## src/wave_timer_cfg.svh

```systemverilog
`ifndef WAVE_TIMER_CFG_SVH
`define WAVE_TIMER_CFG_SVH

// register indices, byte address is four times the index
`define REG_CTRL_A 6'h00
`define REG_CTRL_B 6'h01
`define REG_CTRL_C 6'h02
`define REG_CTRL_D 6'h03
`define REG_CTRL_E_CLR 6'h04
`define REG_CTRL_E_SET 6'h05
`define REG_CTRL_F_CLR 6'h06
`define REG_CTRL_F_SET 6'h07
`define REG_FLAGS 6'h08
`define REG_COUNT 6'h09
`define REG_CYCLE 6'h0a
`define REG_CYCLE_SHD 6'h0b
`define REG_THR0 6'h0c
`define REG_SHD0 6'h0f
`define REG_LAST 6'h11

// field positions
`define CTRL_A_ENABLE 0
`define CTRL_A_PRESC_LSB 1
`define CTRL_B_EN_LSB 4
`define CTRL_D_SPLIT 0
`define CTRL_E_DIR 0
`define CTRL_E_HOLD 1
`define CTRL_E_CMD_LSB 2
`define FLAG_LOW_UNF 0
`define FLAG_HIGH_UNF 1
`define FLAG_CMP_LSB 4

// wave shape codes
`define SHAPE_NORMAL 3'h0
`define SHAPE_FREQ 3'h1
`define SHAPE_ONE_RAMP 3'h3
`define SHAPE_DUAL_TOP 3'h5
`define SHAPE_DUAL_BOTH 3'h6
`define SHAPE_DUAL_BOTTOM 3'h7

// command codes
`define CMD_NONE 2'h0
`define CMD_UPDATE 2'h1
`define CMD_RESTART 2'h2
`define CMD_RESET 2'h3

// reset values
`define RST_CYCLE 16'hffff
`define RST_ZERO16 16'h0000

`endif

```

## src/wave_timer_pkg.sv

```systemverilog
package wave_timer_pkg;
	typedef logic [15:0] word16_t;
	typedef logic [2:0] shape_t;
	typedef logic [1:0] cmd_t;
	typedef logic [5:0] reg_index_t;
endpackage

```

## src/prescale_divider.sv

```systemverilog
`timescale 1ns/100ps
// divides clk_sys into a one-cycle tick: 1,2,4,8,16,64,256,1024
module prescale_divider
	import wave_timer_pkg::*;
(
	input wire logic clk_sys,
	input wire logic rst_n,
	input wire logic run,
	input wire logic [2:0] select,
	output logic tick
);
	logic [9:0] div_reg;
	logic [9:0] mask;

	// mask of low bits that must all be one for a tick
	always_comb
	begin
		unique case (select)
			3'h0: mask = 10'h000;
			3'h1: mask = 10'h001;
			3'h2: mask = 10'h003;
			3'h3: mask = 10'h007;
			3'h4: mask = 10'h00f;
			3'h5: mask = 10'h03f;
			3'h6: mask = 10'h0ff;
			3'h7: mask = 10'h3ff;
		endcase
	end

	// divider is held at zero while stopped so the first tick phase is known
	always_ff @(posedge clk_sys or negedge rst_n)
	begin
		if (!rst_n)
			div_reg <= 10'h000;
		else if (!run)
			div_reg <= 10'h000;
		else
			div_reg <= div_reg + 10'h001;
	end

	always_ff @(posedge clk_sys or negedge rst_n)
	begin
		if (!rst_n)
			tick <= 1'b0;
		else
			tick <= run && ((div_reg & mask) == mask);
	end
endmodule // prescale_divider

```

## src/compare_store.sv

```systemverilog
`timescale 1ns/100ps
`include "wave_timer_cfg.svh"
// active value, shadow and shadow-valid flag of one 16-bit compare register
module compare_store
	import wave_timer_pkg::*;
#(
	parameter word16_t RESET_VALUE = `RST_ZERO16
)
(
	input wire logic clk_sys,
	input wire logic rst_n,
	input wire logic soft_clear,
	input wire logic active_wr,
	input wire logic shadow_wr,
	input wire logic [1:0] wr_strb,
	input wire logic [15:0] wr_data,
	input wire logic update_load,
	input wire logic valid_set,
	input wire logic valid_clr,
	output word16_t active,
	output word16_t shadow,
	output logic shadow_valid
);
	function automatic word16_t merge(word16_t old, logic [15:0] d, logic [1:0] s);
		merge = {s[1] ? d[15:8] : old[15:8], s[0] ? d[7:0] : old[7:0]};
	endfunction

	// a direct write wins over a copy from the shadow
	always_ff @(posedge clk_sys or negedge rst_n)
	begin
		if (!rst_n)
			active <= RESET_VALUE;
		else if (soft_clear)
			active <= RESET_VALUE;
		else if (active_wr)
			active <= merge(active, wr_data, wr_strb);
		else if (update_load && shadow_valid)
			active <= shadow;
	end

	always_ff @(posedge clk_sys or negedge rst_n)
	begin
		if (!rst_n)
			shadow <= RESET_VALUE;
		else if (soft_clear)
			shadow <= RESET_VALUE;
		else if (shadow_wr)
			shadow <= merge(shadow, wr_data, wr_strb);
	end

	// a set in the same cycle as the copy keeps the flag up
	always_ff @(posedge clk_sys or negedge rst_n)
	begin
		if (!rst_n)
			shadow_valid <= 1'b0;
		else if (soft_clear)
			shadow_valid <= 1'b0;
		else if (shadow_wr || valid_set)
			shadow_valid <= 1'b1;
		else if (update_load || valid_clr)
			shadow_valid <= 1'b0;
	end
endmodule // compare_store

```

## src/wave_timer.sv

```systemverilog
// Our own choices: register access over APB and the address map.
`timescale 1ns/100ps
`include "wave_timer_cfg.svh"
// Functional notes
// - without shadow use a period write takes effect immediately
// - counting up, a period below the count wraps through all ones first
// - period shadow writable anytime outside split mode, copied to active only on update
// - count equal to threshold sets that channel's flag one tick later
// - each threshold has a shadow copied at top or bottom or by an update command
// - lower pin driven by waveform only with drive enable set and a shape selected or split mode on
// - frequency mode: threshold zero sets top, outputs toggle on each match
// - frequency mode, threshold zero and no prescale toggles every clock
// - single ramp: count bottom to period, set at bottom, clear on match
// - single ramp: threshold zero gives low, above period gives high
// - single ramp period two to all ones minus one; freq clk/(N*(per+1))
// - dual ramp: up then down, clear on up match, set on down match
// - dual ramp: threshold zero gives low, threshold equal period gives high
// - dual ramp period three to all ones; freq clk/(2*N*per)
// - commands written to control e set; update ignores hold bit
// - restart clears count, direction and all outputs at once
// - reset command restores every register, only while disabled
// - split mode: two independent 8-bit down counters, three channels each
// - split mode: no event counting, shadows and valid flags unused
// - split: upper half underflow flag, no upper compare flags
// - split mode registers accept single byte accesses
// - update at top or bottom per shape copies valid shadows unless held
// - shadow write sets its valid flag, the copy clears it
module wave_timer
	import wave_timer_pkg::*;
(
	input wire logic clk_sys,
	input wire logic rst_n,
	input wire logic psel,
	input wire logic penable,
	input wire logic pwrite,
	input wire logic [7:0] paddr,
	input wire logic [31:0] pwdata,
	input wire logic [3:0] pstrb,
	output logic [31:0] prdata,
	output logic pready,
	output logic pslverr,
	input wire logic [5:0] port_out_value,
	output logic [5:0] wave_out_pin,
	output logic [5:0] wave_override
);
	logic enable_reg;
	logic [2:0] prescale_select;
	shape_t wave_shape_select;
	logic [2:0] channel_drive_enable;
	logic [2:0] ctrl_c_reg;
	logic split_reg;
	logic dir_reg;
	logic hold_reload_bit;
	logic [6:0] flags_reg;
	word16_t count_value;
	logic [2:0] wave_lo_reg;
	logic [2:0] wave_hi_reg;
	logic [31:0] rd_data;
	logic mapped;
	logic wr_fire;
	logic tick;
	reg_index_t idx;
	logic [1:0] strb16;
	cmd_t cmd;
	logic cmd_fire;
	logic soft_clear;
	logic restart;
	word16_t cycle_active;
	word16_t cycle_shadow;
	logic cycle_valid;
	word16_t thr [3];
	word16_t thr_shadow [3];
	logic [2:0] thr_valid;
	word16_t top;
	logic run;
	logic dual;
	logic at_top;
	logic at_bottom;
	logic top_evt;
	logic bottom_evt;
	logic update_cond;
	logic update_load;
	logic going_down;
	logic lo_bottom;
	logic hi_bottom;
	logic [2:0] match;
	logic [2:0] match_hi;
	logic [6:0] flag_set;

	assign idx = paddr[7:2];
	assign wr_fire = psel && penable && pready && pwrite;
	assign strb16 = pstrb[1:0];
	assign cmd = pwdata[`CTRL_E_CMD_LSB +: 2];
	assign cmd_fire = wr_fire && (idx == `REG_CTRL_E_SET) && pstrb[0];
	// reset command is refused while the timer runs
	assign soft_clear = cmd_fire && (cmd == `CMD_RESET) && !enable_reg;
	assign restart = cmd_fire && (cmd == `CMD_RESTART);
	assign run = enable_reg;
	assign dual = wave_shape_select[2];

	// prescaled tick source
	prescale_divider u_presc (
		.clk_sys(clk_sys),
		.rst_n(rst_n),
		.run(run),
		.select(prescale_select),
		.tick(tick)
	);

	// frequency mode takes its top from threshold zero
	assign top = (wave_shape_select == `SHAPE_FREQ) ? thr[0] : cycle_active;
	// equality only, so a lowered period lets the count run on to wrap
	assign at_top = (count_value == top);
	assign at_bottom = (count_value == `RST_ZERO16);
	assign top_evt = tick && run && !split_reg && !dir_reg && at_top;
	assign bottom_evt = tick && run && !split_reg && dir_reg && at_bottom;
	assign lo_bottom = (count_value[7:0] == 8'h00);
	assign hi_bottom = (count_value[15:8] == 8'h00);
	// direction after this tick, used by dual ramp matches
	assign going_down = dir_reg ? !at_bottom : at_top;

	// update point depends on the wave shape
	always_comb
	begin
		unique case (wave_shape_select)
			`SHAPE_DUAL_TOP: update_cond = top_evt;
			`SHAPE_DUAL_BOTTOM: update_cond = bottom_evt;
			default: update_cond = top_evt || bottom_evt;
		endcase
	end

	// shadows never copy in split mode
	assign update_load = !split_reg && ((update_cond && !hold_reload_bit)
		|| (cmd_fire && (cmd == `CMD_UPDATE)));

	// period store; direct writes are immediate, shadow waits for update
	compare_store #(
		.RESET_VALUE(`RST_CYCLE)
	) u_cycle (
		.clk_sys(clk_sys),
		.rst_n(rst_n),
		.soft_clear(soft_clear),
		.active_wr(wr_fire && (idx == `REG_CYCLE)),
		.shadow_wr(wr_fire && (idx == `REG_CYCLE_SHD) && !split_reg),
		.wr_strb(strb16),
		.wr_data(pwdata[15:0]),
		.update_load(update_load),
		.valid_set(wr_fire && (idx == `REG_CTRL_F_SET) && pwdata[0]),
		.valid_clr(wr_fire && (idx == `REG_CTRL_F_CLR) && pwdata[0]),
		.active(cycle_active),
		.shadow(cycle_shadow),
		.shadow_valid(cycle_valid)
	);

	// per channel threshold, compare and waveform
	genvar n;
	generate
		for (n = 0; n < 3; n++)
		begin : g_chan
			compare_store #(
				.RESET_VALUE(`RST_ZERO16)
			) u_thr (
				.clk_sys(clk_sys),
				.rst_n(rst_n),
				.soft_clear(soft_clear),
				.active_wr(wr_fire && (idx == `REG_THR0 + 6'(n))),
				.shadow_wr(wr_fire && (idx == `REG_SHD0 + 6'(n)) && !split_reg),
				.wr_strb(strb16),
				.wr_data(pwdata[15:0]),
				.update_load(update_load),
				.valid_set(wr_fire && (idx == `REG_CTRL_F_SET) && pwdata[n + 1]),
				.valid_clr(wr_fire && (idx == `REG_CTRL_F_CLR) && pwdata[n + 1]),
				.active(thr[n]),
				.shadow(thr_shadow[n]),
				.shadow_valid(thr_valid[n])
			);

			assign match[n] = split_reg ? (count_value[7:0] == thr[n][7:0])
				: (count_value == thr[n]);
			assign match_hi[n] = (count_value[15:8] == thr[n][15:8]);

			// lower or full channel output, changes on the tick after the compare
			always_ff @(posedge clk_sys or negedge rst_n)
			begin
				if (!rst_n)
					wave_lo_reg[n] <= 1'b0;
				else if (soft_clear || restart)
					wave_lo_reg[n] <= 1'b0;
				else if (tick && run)
				begin
					if (split_reg)
					begin
						// down count: set on match, cleared at bottom
						if (match[n])
							wave_lo_reg[n] <= 1'b1;
						else if (lo_bottom)
							wave_lo_reg[n] <= 1'b0;
					end
					else if (wave_shape_select == `SHAPE_FREQ)
					begin
						if (match[n])
							wave_lo_reg[n] <= !wave_lo_reg[n];
					end
					else if (dual)
					begin
						// match at top sets, match at bottom clears
						if (match[n])
							wave_lo_reg[n] <= going_down;
						else if (at_bottom)
							wave_lo_reg[n] <= 1'b1;
					end
					else
					begin
						// a match at bottom wins, so zero stays low
						if (match[n])
							wave_lo_reg[n] <= 1'b0;
						else if (at_bottom)
							wave_lo_reg[n] <= 1'b1;
					end
				end
			end

			// upper half output, split mode only
			always_ff @(posedge clk_sys or negedge rst_n)
			begin
				if (!rst_n)
					wave_hi_reg[n] <= 1'b0;
				else if (soft_clear || restart || !split_reg)
					wave_hi_reg[n] <= 1'b0;
				else if (tick && run)
				begin
					if (match_hi[n])
						wave_hi_reg[n] <= 1'b1;
					else if (hi_bottom)
						wave_hi_reg[n] <= 1'b0;
				end
			end

			// pin override, registered so the pin comes from a flip-flop
			always_ff @(posedge clk_sys or negedge rst_n)
			begin
				if (!rst_n)
				begin
					wave_out_pin[n] <= 1'b0;
					wave_override[n] <= 1'b0;
					wave_out_pin[n + 3] <= 1'b0;
					wave_override[n + 3] <= 1'b0;
				end
				else
				begin
					wave_override[n] <= channel_drive_enable[n]
						&& (split_reg || (wave_shape_select != `SHAPE_NORMAL));
					wave_out_pin[n] <= (channel_drive_enable[n]
						&& (split_reg || (wave_shape_select != `SHAPE_NORMAL)))
						? wave_lo_reg[n] : port_out_value[n];
					// in split mode the shape field bits enable the upper pins
					wave_override[n + 3] <= split_reg && wave_shape_select[n];
					wave_out_pin[n + 3] <= (split_reg && wave_shape_select[n])
						? wave_hi_reg[n] : port_out_value[n + 3];
				end
			end
		end
	endgenerate

	// count, stepped by direction; a software count write beats counting
	always_ff @(posedge clk_sys or negedge rst_n)
	begin
		if (!rst_n)
			count_value <= `RST_ZERO16;
		else if (soft_clear || restart)
			count_value <= `RST_ZERO16;
		else if (wr_fire && (idx == `REG_COUNT))
			count_value <= {strb16[1] ? pwdata[15:8] : count_value[15:8],
				strb16[0] ? pwdata[7:0] : count_value[7:0]};
		else if (tick && run)
		begin
			if (split_reg)
			begin
				// two independent halves, each reloads from its period byte
				count_value[7:0] <= lo_bottom ? cycle_active[7:0]
					: count_value[7:0] - 8'h01;
				count_value[15:8] <= hi_bottom ? cycle_active[15:8]
					: count_value[15:8] - 8'h01;
			end
			else if (dual)
			begin
				if (!dir_reg)
					count_value <= at_top ? count_value - 16'h0001
						: count_value + 16'h0001;
				else
					count_value <= at_bottom ? count_value + 16'h0001
						: count_value - 16'h0001;
			end
			else if (!dir_reg)
				count_value <= at_top ? `RST_ZERO16 : count_value + 16'h0001;
			else
				count_value <= at_bottom ? top : count_value - 16'h0001;
		end
	end

	// direction: software set/clear, turned round by dual ramp
	always_ff @(posedge clk_sys or negedge rst_n)
	begin
		if (!rst_n)
			dir_reg <= 1'b0;
		else if (soft_clear || restart)
			dir_reg <= 1'b0;
		else if (wr_fire && (idx == `REG_CTRL_E_SET) && pwdata[`CTRL_E_DIR])
			dir_reg <= 1'b1;
		else if (wr_fire && (idx == `REG_CTRL_E_CLR) && pwdata[`CTRL_E_DIR])
			dir_reg <= 1'b0;
		else if (split_reg)
			dir_reg <= 1'b1;
		else if (tick && run && dual)
		begin
			if (!dir_reg && at_top)
				dir_reg <= 1'b1;
			else if (dir_reg && at_bottom)
				dir_reg <= 1'b0;
		end
	end

	// hold bit, set/clear pair
	always_ff @(posedge clk_sys or negedge rst_n)
	begin
		if (!rst_n)
			hold_reload_bit <= 1'b0;
		else if (soft_clear)
			hold_reload_bit <= 1'b0;
		else if (wr_fire && (idx == `REG_CTRL_E_SET) && pwdata[`CTRL_E_HOLD])
			hold_reload_bit <= 1'b1;
		else if (wr_fire && (idx == `REG_CTRL_E_CLR) && pwdata[`CTRL_E_HOLD])
			hold_reload_bit <= 1'b0;
	end

	// plain control registers
	always_ff @(posedge clk_sys or negedge rst_n)
	begin
		if (!rst_n)
		begin
			enable_reg <= 1'b0;
			prescale_select <= 3'h0;
			wave_shape_select <= `SHAPE_NORMAL;
			channel_drive_enable <= 3'h0;
			ctrl_c_reg <= 3'h0;
			split_reg <= 1'b0;
		end
		else if (soft_clear)
		begin
			enable_reg <= 1'b0;
			prescale_select <= 3'h0;
			wave_shape_select <= `SHAPE_NORMAL;
			channel_drive_enable <= 3'h0;
			ctrl_c_reg <= 3'h0;
			split_reg <= 1'b0;
		end
		else if (wr_fire && pstrb[0])
		begin
			if (idx == `REG_CTRL_A)
			begin
				enable_reg <= pwdata[`CTRL_A_ENABLE];
				prescale_select <= pwdata[`CTRL_A_PRESC_LSB +: 3];
			end
			if (idx == `REG_CTRL_B)
			begin
				wave_shape_select <= pwdata[2:0];
				channel_drive_enable <= pwdata[`CTRL_B_EN_LSB +: 3];
			end
			if (idx == `REG_CTRL_C)
				ctrl_c_reg <= pwdata[2:0];
			if (idx == `REG_CTRL_D)
				split_reg <= pwdata[`CTRL_D_SPLIT];
		end
	end

	// flag sources; upper half compares never set a flag
	always_comb
	begin
		flag_set = 7'h00;
		if (tick && run)
		begin
			if (split_reg)
			begin
				flag_set[`FLAG_LOW_UNF] = lo_bottom;
				flag_set[`FLAG_HIGH_UNF] = hi_bottom;
			end
			else
				flag_set[`FLAG_LOW_UNF] = top_evt || bottom_evt;
			flag_set[`FLAG_CMP_LSB +: 3] = match;
		end
	end

	// sticky flags, write one to clear, a new event beats the clear
	always_ff @(posedge clk_sys or negedge rst_n)
	begin
		if (!rst_n)
			flags_reg <= 7'h00;
		else if (soft_clear)
			flags_reg <= 7'h00;
		else if (wr_fire && (idx == `REG_FLAGS) && pstrb[0])
			flags_reg <= (flags_reg & ~pwdata[6:0]) | flag_set;
		else
			flags_reg <= flags_reg | flag_set;
	end

	// read mux
	always_comb
	begin
		rd_data = 32'h0000_0000;
		mapped = 1'b1;
		unique case (idx)
			`REG_CTRL_A: rd_data[3:0] = {prescale_select, enable_reg};
			`REG_CTRL_B: rd_data[6:0] = {channel_drive_enable, 1'b0, wave_shape_select};
			`REG_CTRL_C: rd_data[2:0] = ctrl_c_reg;
			`REG_CTRL_D: rd_data[0] = split_reg;
			`REG_CTRL_E_CLR, `REG_CTRL_E_SET: rd_data[1:0] = {hold_reload_bit, dir_reg};
			`REG_CTRL_F_CLR, `REG_CTRL_F_SET: rd_data[3:0] = {thr_valid, cycle_valid};
			`REG_FLAGS: rd_data[6:0] = flags_reg;
			`REG_COUNT: rd_data[15:0] = count_value;
			`REG_CYCLE: rd_data[15:0] = cycle_active;
			`REG_CYCLE_SHD: rd_data[15:0] = cycle_shadow;
			6'h0c: rd_data[15:0] = thr[0];
			6'h0d: rd_data[15:0] = thr[1];
			6'h0e: rd_data[15:0] = thr[2];
			6'h0f: rd_data[15:0] = thr_shadow[0];
			6'h10: rd_data[15:0] = thr_shadow[1];
			`REG_LAST: rd_data[15:0] = thr_shadow[2];
			default: mapped = 1'b0;
		endcase
	end

	// apb answer: one wait state, ready and data registered together
	always_ff @(posedge clk_sys or negedge rst_n)
	begin
		if (!rst_n)
		begin
			pready <= 1'b0;
			prdata <= 32'h0000_0000;
			pslverr <= 1'b0;
		end
		else
		begin
			pready <= psel && penable && !pready;
			if (psel && penable && !pready)
			begin
				prdata <= pwrite ? 32'h0000_0000 : rd_data;
				pslverr <= !mapped;
			end
			else
				pslverr <= 1'b0;
		end
	end
endmodule // wave_timer

```

## config.mk

```make
export PLATFORM = sky130hd
export DESIGN_NAME = wave_timer
export DESIGN_NICKNAME = d
export VERILOG_FILES = /design/src/wave_timer_pkg.sv /design/src/prescale_divider.sv /design/src/compare_store.sv /design/src/wave_timer.sv
export VERILOG_INCLUDE_DIRS = /design/src /design/src/src
export SDC_FILE = /design/constraint.sdc
export NUM_CORES = 1
export LEC_CHECK = 0
export BUFFER_PORTS_ARGS = -buffer_cell sky130_fd_sc_hd__buf_2
export CORE_ASPECT_RATIO = 2
export CORE_MARGIN = 10
export CORE_UTILIZATION = 26
export DETAILED_ROUTE_END_ITERATION = 10
export PLACE_DENSITY = 0.42
export SYNTH_ARGS = -nofsm -noshare
export SYNTH_HDL_FRONTEND = slang
export SYNTH_SLANG_ARGS = --single-unit
```

## constraint.sdc

```tcl
create_clock -name clk_sys -period 5.7 [get_ports clk_sys]
set_clock_uncertainty 0.2 [all_clocks]
set_input_delay 1.14 -clock clk_sys [delete_from_list [all_inputs] [get_ports clk_sys]]
set_output_delay 1.14 -clock clk_sys [all_outputs]
set_load 0.01 [all_outputs]
```

* After elaboration in Yosys (flattened, before gate mapping) *
Memory sizes are Yosys's and may differ from the RTL's.
Index checks and enable logic that the tools add are counted.
Widths: inputs -> output; s select.

cells by class
  bitwise operators = 5
  reduce and logical (&&, ||, !) cells = 151
  $add $sub $neg = 5
  eq/ne operators = 50
  mux-type cells = 144

operators with widths
  operator               count
  $mux 16                33
  $mux 1                 83
  $pmux 9 s9             1
  $eq 16x16->1           4
  $logic_and 1x1->1      63
  $reduce_and 2->1       26
  $eq 6x4->1 const B     8
  $eq 8x8->1             6
  $reduce_bool 3->1      14
  $mux 3                 13
  $pmux 3 s11            1
  $mux 8                 4
  $ne 3x3->1 const B     10
  $reduce_bool 2->1      13
  $eq 6x3->1 const B     4
  $reduce_or 18->1       1
  $add 16x1->16 const B  1
  $logic_not 16->1       1
  $logic_not 8->1        2
  $pmux 1 s16            1
  $sub 16x1->16 const B  1
  $sub 8x1->8 const B    2
  $pmux 1 s15            1
  $mux 7                 2
  27 further kinds       60

storage, ports and cells
  output and inout bits = 46
  bits in registers = 234
  logic and storage cells = 410
  input port bits = 55
  memory bits (read-only) = 80
  memories kept = 1

memories
  memory            depth  bits a word  rd ports  clocked after Yosys merged registers in  write ports  line                    RTL
  (name not given)  8      10           1         0                                        0            prescale_divider.sv:18  unique case (select)

* Longest topological paths before layout *
Gate-level depths: netlist of run 1.

  depth after elaboration = 13
  depth in mapped cells = 13

* Cells and area by module *
From an unflattened synthesis of run 1, not the netlist that was laid out.

unflattened totals
  cell total of the unflattened synthesis = 1557
  area, all modules = 14403.8 µm²

by module, submodules not included
  module                                times used  sequential area each (µm²)  area each (µm²)  cells each
  wave_timer                            1           1876.8                      7304.5           923
  compare_store at g_chan[0].u_thr ...  3           825.8                       1591.5           149
  compare_store at u_cycle              1           865.8                       1767.9           131
  prescale_divider                      1           275.3                       556.8            56

* Worst setup path after synthesis of run 1 *
No wires, ideal clock.

  path kind = in2reg
  start point = input paddr[7]
  end point = register count_value[1]
  arrival = 3.609 ns
  path buffers = 1
  stages = 7
  setup time = 0.124 ns
  slack = 1.767 ns
  path through = clkbuf_1 > nor4b_2 > nand2_1 > a2111oi_0 > nor4_1 > a21boi_0 > a211o_1

between the ends
  cells in the longest elaborated chain, start to end = 8
  elaborated cells on any way between the ends = 14
  classes of those cells = eq/ne (3); mux (2); reduce/logical (9)

RTL lines
  what                                                              line               RTL
  start: declaration                                                wave_timer.sv:36   input wire logic [7:0] paddr,
  $eq 6x3->1                                                        -
  $logic_and 1x1->1 (2 in series)                                   wave_timer.sv:94   assign cmd_fire = wr_fire && (idx == `REG_CTRL_E_SET) && pstrb[0];
  $logic_and 1x1->1 (2 in series)                                   wave_timer.sv:96   assign soft_clear = cmd_fire && (cmd == `CMD_RESET) && !enable_reg;
  $logic_or 1x1->1                                                  wave_timer.sv:270  else if (soft_clear || restart)
  $ne 3x3->1 (no source line) or $reduce_bool 3->1 (tied branches)  -
  $reduce_and 2->1 (no source line)                                 -
  end signal: assignment                                            wave_timer.sv:269  count_value <= `RST_ZERO16;
  end signal: assignment                                            wave_timer.sv:271  count_value <= `RST_ZERO16;
  end signal: assignment                                            wave_timer.sv:273  count_value <= {strb16[1] ? pwdata[15:8] : count_value[15:8],
  end: declaration                                                  wave_timer.sv:55   word16_t count_value;

Parallel ways exist; a longest one is shown, timed or not.
A chain may end at the register's enable or synchronous reset.

* Worst setup path after layout of run 1 *
  start point = register wave_shape_select[0]
  end point = register g_chan[2].u_thr.active[6]

between the ends
  cells in the longest elaborated chain, start to end = 12
  elaborated cells on any way between the ends = 14
  classes of those cells = eq/ne (4); mux (2); reduce/logical (8)

RTL lines
  what                                    line                 RTL
  start: declaration                      wave_timer.sv:48     shape_t wave_shape_select;
  start signal: assignment                wave_timer.sv:343    wave_shape_select <= `SHAPE_NORMAL;
  start signal: assignment                wave_timer.sv:352    wave_shape_select <= `SHAPE_NORMAL;
  start signal: assignment                wave_timer.sv:366    wave_shape_select <= pwdata[2:0];
  $eq 3x1->1 (no source line)             -
  $mux 16                                 wave_timer.sv:111    assign top = (wave_shape_select == `SHAPE_FREQ) ? thr[0] : cycle_active;
  $eq 16x16->1                            wave_timer.sv:113    assign at_top = (count_value == top);
  $logic_and 1x1->1                       wave_timer.sv:115    assign top_evt = tick && run && !split_reg && !dir_reg && at_top;
  $logic_or 1x1->1                        wave_timer.sv:128    default: update_cond = top_evt || bottom_evt;
  $pmux 1 s2 (*)                          wave_timer.sv:125    unique case (wave_shape_select)
  $logic_and 1x1->1 (*)                   wave_timer.sv:133    assign update_load = !split_reg && ((update_cond && !hold_reload_bit)
  $logic_or 1x1->1 (*)                    wave_timer.sv:133
  $logic_and 1x1->1 (*)                   wave_timer.sv:133
  $logic_and 1x1->1 (*)                   compare_store.sv:37  else if (update_load && shadow_valid)
  $reduce_bool 3->1 (no source line) (*)  -
  $reduce_and 2->1 (no source line) (*)   -
  end signal: assignment                  compare_store.sv:36  active <= merge(active, wr_data, wr_strb);
  end signal: assignment                  compare_store.sv:38  active <= shadow;
  end: declaration                        compare_store.sv:20  output word16_t active,

Every way passes the cells marked *; elsewhere a longest branch is shown, timed or not.

==> results of run 1 <==
[synth_stat cells, types with 24 or more instances]
library cell	instances
nor2_1	133
mux2_2	34
and2_1	24
a21oi_1	103
nand3_1	37
mux2i_1	50
o21ai_0	110
a22oi_1	35
nor3_1	34
dfstp_2	32
nand2_1	262
clkbuf_1	86
xnor2_1	66
dfrtp_1	186
[path summary, 6_finish.rpt]
| kind | from | to | slack (ps) | depth (start not counted) |
|---|---|---|---|---|
| worst max-delay path | wave_shape_select[0] | g_chan[2].u_thr.active[6] | 1320 | 10 |
| worst min-delay path | prdata[15] | prdata[15] | 280 | 2 |
| worst max register to register | wave_shape_select[0] | g_chan[2].u_thr.active[6] | 1320 | 10 |
| worst min register to register | prdata[15] | prdata[15] | 280 | 2 |
| max in group asynchronous | rst_n | u_cycle.active[2] | 3600 | 2 |
| min in group asynchronous | rst_n | g_chan[0].u_thr.shadow[7] | 420 | 1 |
[layout make-up]
class                   instances  area [um^2]  share of cell area
repair buffers                128          811              0.0512
inverters                      18         67.6             0.00427
clock buffers                  34          687              0.0434
flip-flops and latches        218         5500               0.347
diodes                          1         2.50            0.000158
multi-input cells            1251         7800               0.492
well taps                     665          832              0.0525
clock inverters                 7          141             0.00893
[per-layer routing]
metal,GRT usage,part of all wire,vias to the layer above,routed length (um)
met3,0.0273,0.052,207,3470
met4,0.144,0.081,2,5360
met2,0.370,0.52,597,34800
met5,0,0.00014,-,9
li1,-,-,5886,-
met1,0.207,0.34,6451,22700
[per-stage QoR]
| step | hold slack, ps | utilization | instances | setup WS [ps] |
|---|---|---|---|---|
| finish | 279 | 0.301 | 2322 | 1320 |
| global route | 311 | 0.301 | 2321 | 1140 |
| CTS | 289 | 0.301 | 2321 | 1390 |
| detailed placement | 272 | 0.286 | 2280 | 1260 |
| global placement | 266 | 0.286 | 2280 | 1240 |
| floorplan | 257 | - | 1608 | 1770 |
[power groups by stage]
| stage | sequential (W) | clock [W] | combinational (W) |
|---|---|---|---|
| after floorplan | 0.00161 | 0 | 0.000108 |
| after global placement | 0.00162 | 0 | 0.000215 |
| after detailed placement | 0.00162 | 0 | 0.000216 |
| after CTS | 0.00159 | 0.00178 | 0.000217 |
| after global routing | 0.00159 | 0.00182 | 0.000234 |
| final | 0.00159 | 0.00172 | 0.000217 |
[logic make-up (layout without fill, tap and decap cells)]
logic type,after synthesis,in the layout,synth area share
simple gates,607,607,0.202
compound gates,449,449,0.224
flops,218,218,0.398
buf+inv,139,187,0.0443
mux,89,89,0.0724
xor+xnor,84,84,0.0533
fa+ha+maj,6,6,0.00544
other cells,1,17,0.000272
[worst max-delay path, cell delays in order (launching register included)]
cell and delay, ps:
dfrtp_1 380, or3b_1 690, buf_4 360, mux2i_1 480
o22ai_1 200, nor4b_4 240, buf_4 210, a41o_1 350
nand3b_1 600, mux2i_1 340, o221ai_1 150
==> results_dict.tcl, run 1 <==
set metrics [dict create \
    syn_inst 1593 \
    final_cell_mix "nand2_1 (262), dfrtp_1 (185), nor2_1 (132)" \
    max_freq_mhz 228 \
    cts_tree "yes" \
    grt_pass1_wl_mm 95.6 \
    grt_antenna_before_repair 2 \
    p_sw_w 0.000898 \
    htree_levels 1 \
    yosys-top-cells-area "dfrtp_1 (34%), nand2_1 (7.1%), dfstp_2 (6.1%), xnor2_1 (4.2%), o21ai_0 (4.0%)" \
    reg_top3 "g_chan.u_thr.active x48, g_chan.u_thr.shadow x48" \
    fin_nets 1701 \
    cp_max_fo 13 \
    yosysWarningCount 0 \
    grt_pass1_vias 13200 \
    async_reset_ff_frac 1.00 \
    drc 0 \
    coreArea_um2 52600 \
    startpoint_type "register" \
    swShare 0.254 \
    area_growth_pct 14.7 \
    netlist_area_um2 13800 \
    status "finished, final reports clean" \
    crit_required_ps 5900 \
    avgRoutedWirePerCell_um 28.6 \
    power_frac_comb 0.061 \
    drt_iter0_drc 1184 \
    grt_max_degree 108 \
    num_vias 13100 \
    yosys.area.top_type "dfrtp_1" \
    final_common_cell "nand2_1" \
    synth_edf_count 0 \
    cp.arrival_ps 4590 \
    ios 101 \
    cts_hold_buffers 0 \
    leakagePower_nw 6.58 \
    final_layout_size_suffix_gt1_frac 0.159 \
    drv_slew 0 \
    die-height_um 346 \
    synth_top_area_frac 0.337 \
    nFillCells 5581 \
    row_count 119 \
    placed_area_um2 15000 \
    worst_pin_slew_ps 1370 \
    dr.pass1.iters 7 \
    cts_num_sinks 218 \
    dieArea_um2 63300 \
    detail_route.vias_per_cell 5.66 \
    fin_crit_sh 0.769 \
    hold_viol 0 \
    setup_viol 0 \
    powerDensity_nw_per_um2 223 \
    fin_crit_ps 4380 \
    numCtsBuffers 23 \
    relSlewSlack 0.0829 \
    yosys_register_bits 218 \
    tns_ps 0 \
    power_w 0.00353 \
    fp.dieW_um 183 \
    gp_congestion 0.937 \
    rsz0062_at_grt "no" \
    power.share.clock 0.487 \
    ant_nets 0 \
    clk_pin_slew_worst_paths_ps 70 \
    seq_power_share 0.451 \
    p_int_w 0.00264 \
    port_buffers 64 \
    end_kind "register" \
    ir_drop_uv 155 \
    synth-seq-area-share 0.398 \
    syn_avg_cell_area_um2 8.67 \
    maxCapViolations 0 \
    synth_cell_types 83 \
    dpl.hpwl_mm 50.5 \
    clkLatencyLatePin_ps 570 \
    post_cts.repair.setup_buffers 0 \
    clk_path_buf_depth 3 \
    overflow 0 \
    start_util 0.263 \
    cts_resized 0 \
    min_path_type "register to register" \
    routed_wirelength_mm 66.4 \
    grt_usage 0.203 \
    cts_root_buffer "clkbuf_16" \
    synth-main-ff-cell "dfrtp_1" \
    crit_type "register to register" \
    stdcell_area_um2 15800 \
]
Power figures use the tool's default switching activity.
==> inputs of run 2 (changes only) <==
- PLACE_DENSITY: 0.42 -> 0.43
- clock period: 5.7 -> 3.6 ns (I/O delays scaled with it)
==> results_dict.tcl, run 2 (synthesized netlist as in run 1, its figures left out) <==
set metrics [dict create \
    grt_usage 0.213 \
    min_path_type "input port to register" \
    reg_top3 "g_chan.u_thr.active x48, g_chan.u_thr.shadow x48" \
    rsz0062_at_grt "no" \
    ant_nets 0 \
    coreArea_um2 52600 \
    end_kind "register" \
    grt_pass1_wl_mm 99.7 \
    ir_drop_uv 308 \
    avgRoutedWirePerCell_um 28.4 \
    fin_util 0.323 \
    num_vias 13800 \
    overflow 0 \
    post_cts.repair.setup_buffers 0 \
    dieArea_um2 63300 \
    status "finished, final reports clean" \
    regArea_um2 5500 \
    routed_wirelength_mm 69.4 \
    final_cell_mix "nand2_1 (261), dfrtp_1 (185), buf_4 (169)" \
    numCtsBuffers 25 \
    area_growth_pct 22.8 \
    cp.arrival_ps 3700 \
    cts_tree "yes" \
    leakagePower_nw 7.24 \
    cts_root_buffer "clkbuf_16" \
    fin_nets 1822 \
    startpoint_type "register" \
    clkLatencyLatePin_ps 590 \
    port_buffers 64 \
    maxCapViolations 0 \
    htree_levels 1 \
    fp.dieW_um 183 \
    crit_type "register to register" \
    relSlewSlack 0.312 \
    row_count 119 \
    final_layout_size_suffix_gt1_frac 0.219 \
    start_util 0.263 \
    tns_ps 0 \
    worst_pin_slew_ps 1030 \
    die-height_um 346 \
    dpl.hpwl_mm 54.4 \
    grt_pass1_vias 14000 \
    clk_path_buf_depth 3 \
    max_freq_mhz 290 \
    ios 101 \
    hold_viol 0 \
    multi_input_area_um2 7820 \
    grt_antenna_before_repair 1 \
    fin_crit_ps 3450 \
    cts_num_sinks 218 \
    dr.pass1.iters 6 \
    drt_iter0_drc 1254 \
    powerDensity_nw_per_um2 339 \
    drc 0 \
    gp_congestion 0.945 \
    fin_crit_sh 0.959 \
    grt_max_degree 83 \
    detail_route.vias_per_cell 5.63 \
    drv_slew 0 \
    clk_pin_slew_worst_paths_ps 70 \
    setup_viol 0 \
    cp_max_fo 9 \
    crit_required_ps 3850 \
    nFillCells 5614 \
    final_common_cell "nand2_1" \
]
## run 2: cell types whose count changed in the layout (fill, tap and decap cells not counted), moves of 2 or more
| cell | change |
|---|---|
| buf_4 | +105 |
| buf_12 | +13 |
| clkbuf_8 | -4 |
| clkinv_2 | +4 |
| inv_6 | +3 |
| clkbuf_16 | +2 |
## run 2: timing repair
| action | CTS | global route |
|---|---|---|
| hold endpoints to repair | 76 | 0 |
| endpoints found under the setup margin | 17 | 24 |
| hold buffers | 1 | 0 |
| gates resized for setup | 1 | 4 |
## run 2: final cells by class
type,instances,share of cell area
Tap cell,665,0.0491
Clock buffer,32,0.0402
Clock inverter,14,0.0111
Sequential cell,218,0.324
Inverter,18,0.00399
Multi-Input combinational cell,1251,0.461
Timing Repair Buffer,247,0.110
Antenna cell,1,0.000148
## run 2: final timing paths
| kind | startpoint | end | slack (ps) | cells past startpoint |
|---|---|---|---|---|
| min | port_out_value[2] | wave_out_pin[2] | 170 | 2 |
| max reg2reg | wave_shape_select[2] | g_chan[2].u_thr.active[10] | 150 | 9 |
| min in group asynchronous | rst_n | prdata[6] | 520 | 2 |
| max | wave_shape_select[2] | g_chan[2].u_thr.active[10] | 150 | 9 |
| min reg2reg | prdata[0] | prdata[0] | 280 | 1 |
| max in group asynchronous | rst_n | u_cycle.shadow[15] | 1780 | 3 |
## run 2: stage by stage
| step | cells | cell area [um^2] | hold slack [ps] | power, W | setup WS [ps] |
|---|---|---|---|---|---|
| final | 2446 | 17000 | 171 | 0.00574 | 146 |
| after global routing | 2445 | 17000 | 175 | 0.00590 | 47.7 |
| after CTS | 2445 | 16900 | 148 | 0.00581 | 64.7 |
| after detailed placement | 2398 | 16100 | 266 | 0.00295 | 41.0 |
| after global placement | 2398 | 16100 | 265 | 0.00294 | -38.7 |
| after floorplan | 1608 | 13900 | 224 | 0.00272 | 87.0 |
## run 2: critical path: stages, from the launching register on
cell,delay [ps]
dfrtp_1,380
or3b_1,500
buf_4,230
mux2i_1,310
o22ai_1,200
nor4b_4,310
and2_1,250
a31oi_4,190
o21ai_4,370
mux2_2,390
## run 2: power by group
group	internal, W	total [W]	leakage (nW)	switching (W)
Sequential	0.00248	0.00252	2.84	0.0000374
Clock	0.00164	0.00284	0.429	0.00120
Combinational	0.000112	0.000387	3.98	0.000275
Total	0.00423	0.00574	7.24	0.00151
## run 2: per-layer routing
layer / part of all wire / wire length, um / vias up / GRT usage
met5: 0.00019 / 13 / - / 0
li1: - / - / 6143 / -
met1: 0.33 / 23100 / 6787 / 0.208
met2: 0.53 / 36500 / 616 / 0.387
met3: 0.050 / 3450 / 235 / 0.0315
met4: 0.092 / 6360 / 2 / 0.172
==> inputs of run 3 (changes only) <==
- SYNTH_HIERARCHICAL: not set -> 1
==> results_dict.tcl, run 3 <==
set metrics [dict create \
    num_vias 13400 \
    p_int_w 0.00422 \
    routed_wirelength_mm 64.9 \
    async_reset_ff_frac 1.00 \
    clkLatencyLatePin_ps 560 \
    fin_util 0.325 \
    maxCapViolations 0 \
    rsz0062_at_grt "yes" \
    synth_common_cells "dfrtp_1 (186), nor2_1 (148), nand2_1 (134)" \
    crit_chain "or3b_4, buf_12, buf_6, o311a_4, nor4_4, nand3_2, o31a_1, o32a_1, nor2_4, buf_12, nand3b_4, nand2_8, mux2_2" \
    power.share.clock 0.489 \
    reg_top3 "g_chan.u_thr/active x48, g_chan.u_thr/shadow x48" \
    dp.cells 2434 \
    grt_max_degree 83 \
    p_sw_w 0.00140 \
    end_kind "register" \
    htree_levels 1 \
    synthAdderAreaFrac 0.00521 \
    critPathMaxStageDelay_ps 400 \
    coreArea_um2 55100 \
    swShare 0.250 \
    synth_edf_count 0 \
    synthMuxAreaShare 0.116 \
    status "complete, but fails checks" \
    fin_nets 1783 \
    final_common_cell "dfrtp_1" \
    cts_root_buffer "clkbuf_16" \
    syn_inst 1557 \
    dpl.hpwl_mm 50.0 \
    area_growth_pct 24.4 \
    max_freq_mhz 264 \
    cts_tree "yes" \
    yosys.area.top_type "dfrtp_1" \
    powerDensity_nw_per_um2 314 \
    crit_required_ps 3820 \
    crit_top_cell "buf_12" \
    dr.pass1.iters 8 \
    final_cell_mix "dfrtp_1 (186), buf_4 (168), nor2_1 (146)" \
    fin_ws_ps -193 \
    setup_viol 68 \
    crit_slowest_cell "or3b_4" \
    hold_viol 0 \
    synth-compound-area-share 0.199 \
    grt_pass1_vias 14000 \
    yosys-top-cells-area "dfrtp_1 (32%), dfstp_2 (5.8%), mux2i_1 (5.5%), mux2_2 (4.2%), nor2_1 (3.9%)" \
    power_frac_comb 0.068 \
    die-height_um 353 \
    leakagePower_nw 7.86 \
    grt_antenna_before_repair 1 \
    synth-seq-area-share 0.382 \
    overflow 0 \
    relSlewSlack 0.380 \
    placed_area_um2 16700 \
    wl_met3_mm 2.42 \
    syn_avg_cell_area_um2 9.25 \
    violations "negative setup slack" \
    drc 0 \
    worst_pin_slew_ps 930 \
    crit_type "register to register" \
    drv_slew 0 \
    yosys_register_bits 218 \
    grt_pass1_wl_mm 95.3 \
    min_path_type "input port to register" \
    avgRoutedWirePerCell_um 26.2 \
    dieArea_um2 65800 \
    final_layout_size_suffix_gt1_frac 0.271 \
    cp.arrival_ps 4010 \
    wl_met2_mm 35.4 \
    row_count 122 \
    seq_power_share 0.443 \
    yosysWarningCount 6 \
    synth-main-ff-cell "dfrtp_1" \
    numCtsBuffers 23 \
    stdcell_area_um2 17900 \
    ir_drop_uv 277 \
    fp.dieW_um 186 \
    start_util 0.261 \
    cp_max_fo 16 \
    cts_num_sinks 218 \
    startpoint_type "register" \
    netlist_area_um2 14400 \
    place_ws_ps -370 \
    synth_most_common_cell "dfrtp_1" \
    cp_top_family "simple AND/OR/NAND/NOR gates" \
    ant_nets 0 \
    drt_iter0_drc 1209 \
    wl_met1_mm 22.4 \
    fin_cells 2480 \
    port_buffers 64 \
    gp_congestion 0.932 \
    fin_crit_sh 1.05 \
    path_buf_inv 3 \
    hold_ws_ps 209 \
    yosys.area_share.simple 0.194 \
    fin_crit_ps 3790 \
    synth-xor-area-share 0.0493 \
    grt_usage 0.191 \
    ios 101 \
    clk_pin_slew_worst_paths_ps 70 \
    synth_top_area_frac 0.323 \
    synth_cell_types 97 \
    synth_top_family_by_area "compound AO/OA/AOI/OAI gates" \
    clk_path_buf_depth 3 \
    top_layer "met4" \
    detail_route.vias_per_cell 5.41 \
]
-- run 3: changes by cell type in the layout (fill, tap and decap cells not counted), moves of 13 or more --
cell and delta:
nand2_1 -127, o21ai_0 -72, mux2_4 +57, nand3_1 +48, a211o_1 +28, mux2i_1 +26
mux2_2 -18, and3_1 +15, a222oi_1 +14, o21a_1 -14, nor2_1 +13, o221ai_1 -13
-- run 3: power groups by stage --
stage / clock, W / sequential (W) / combinational, W
after floorplan: 0 / 0.00253 / 0.000162
after global placement: 0 / 0.00254 / 0.000376
after detailed placement: 0 / 0.00254 / 0.000378
after CTS: 0.00282 / 0.00249 / 0.000382
after global routing: 0.00290 / 0.00249 / 0.000412
final: 0.00275 / 0.00249 / 0.000384
-- run 3: routing by layer --
metal | vias up | global-route usage
li1 | 6053 | -
met1 | 6759 | 0.189
met2 | 449 | 0.363
met3 | 156 | 0.0181
met4 | 0 | 0.134
met5 | - | 0
-- run 3: layout make-up --
type                       instances  area (um^2)
inverter                          25         93.8
fill                            5723        37200
multi-input combinational       1199         8550
antenna                            1         2.50
timing repair buffer             255         2020
sequential                       218         5500
clock inverter                    11          214
clock buffer                      27          611
tap                              744          931
-- run 3: cells by family after synthesis --
| logic type | count (synthesis) |
|---|---|
| AND/OR/NAND/NOR | 543 |
| other | 1 |
| flip-flops | 218 |
| adder cells (fa/ha/maj) | 6 |
| buffers and inverters | 155 |
| multiplexers | 152 |
| XOR/XNOR | 81 |
| AO/OA/AOI/OAI | 401 |
-- run 3: what timing repair did --
action / CTS / global route
endpoints found under the hold margin: 18 / 0
pin swaps: 7 / 10
gates resized for setup: 48 / 15
setup endpoints to repair: 68 / 68
hold buffers: 1 / 0
setup buffers: 2 / 4
-- run 3: through the flow --
stage	setup TNS [ps]	total power (W)
floorplan	-14420	0.00269
global placement	-25690	0.00291
detailed placement	-21750	0.00292
CTS	-8800	0.00570
global route	-15480	0.00581
finish	-10830	0.00563
-- run 3: final timing paths --
path / start / end / slack (ps) / cells past startpoint
max in group asynchronous: rst_n / u_cycle/active[13] / 1800 / 3
hold reg to reg: prdata[1] / prdata[1] / 270 / 1
setup reg to reg: wave_shape_select[2] / g_chan[1].u_thr/active[8] / -190 / 13
setup / recovery: wave_shape_select[2] / g_chan[1].u_thr/active[8] / -190 / 13
hold / removal: port_out_value[1] / wave_out_pin[1] / 210 / 2
min in group asynchronous: rst_n / prdata[3] / 560 / 2
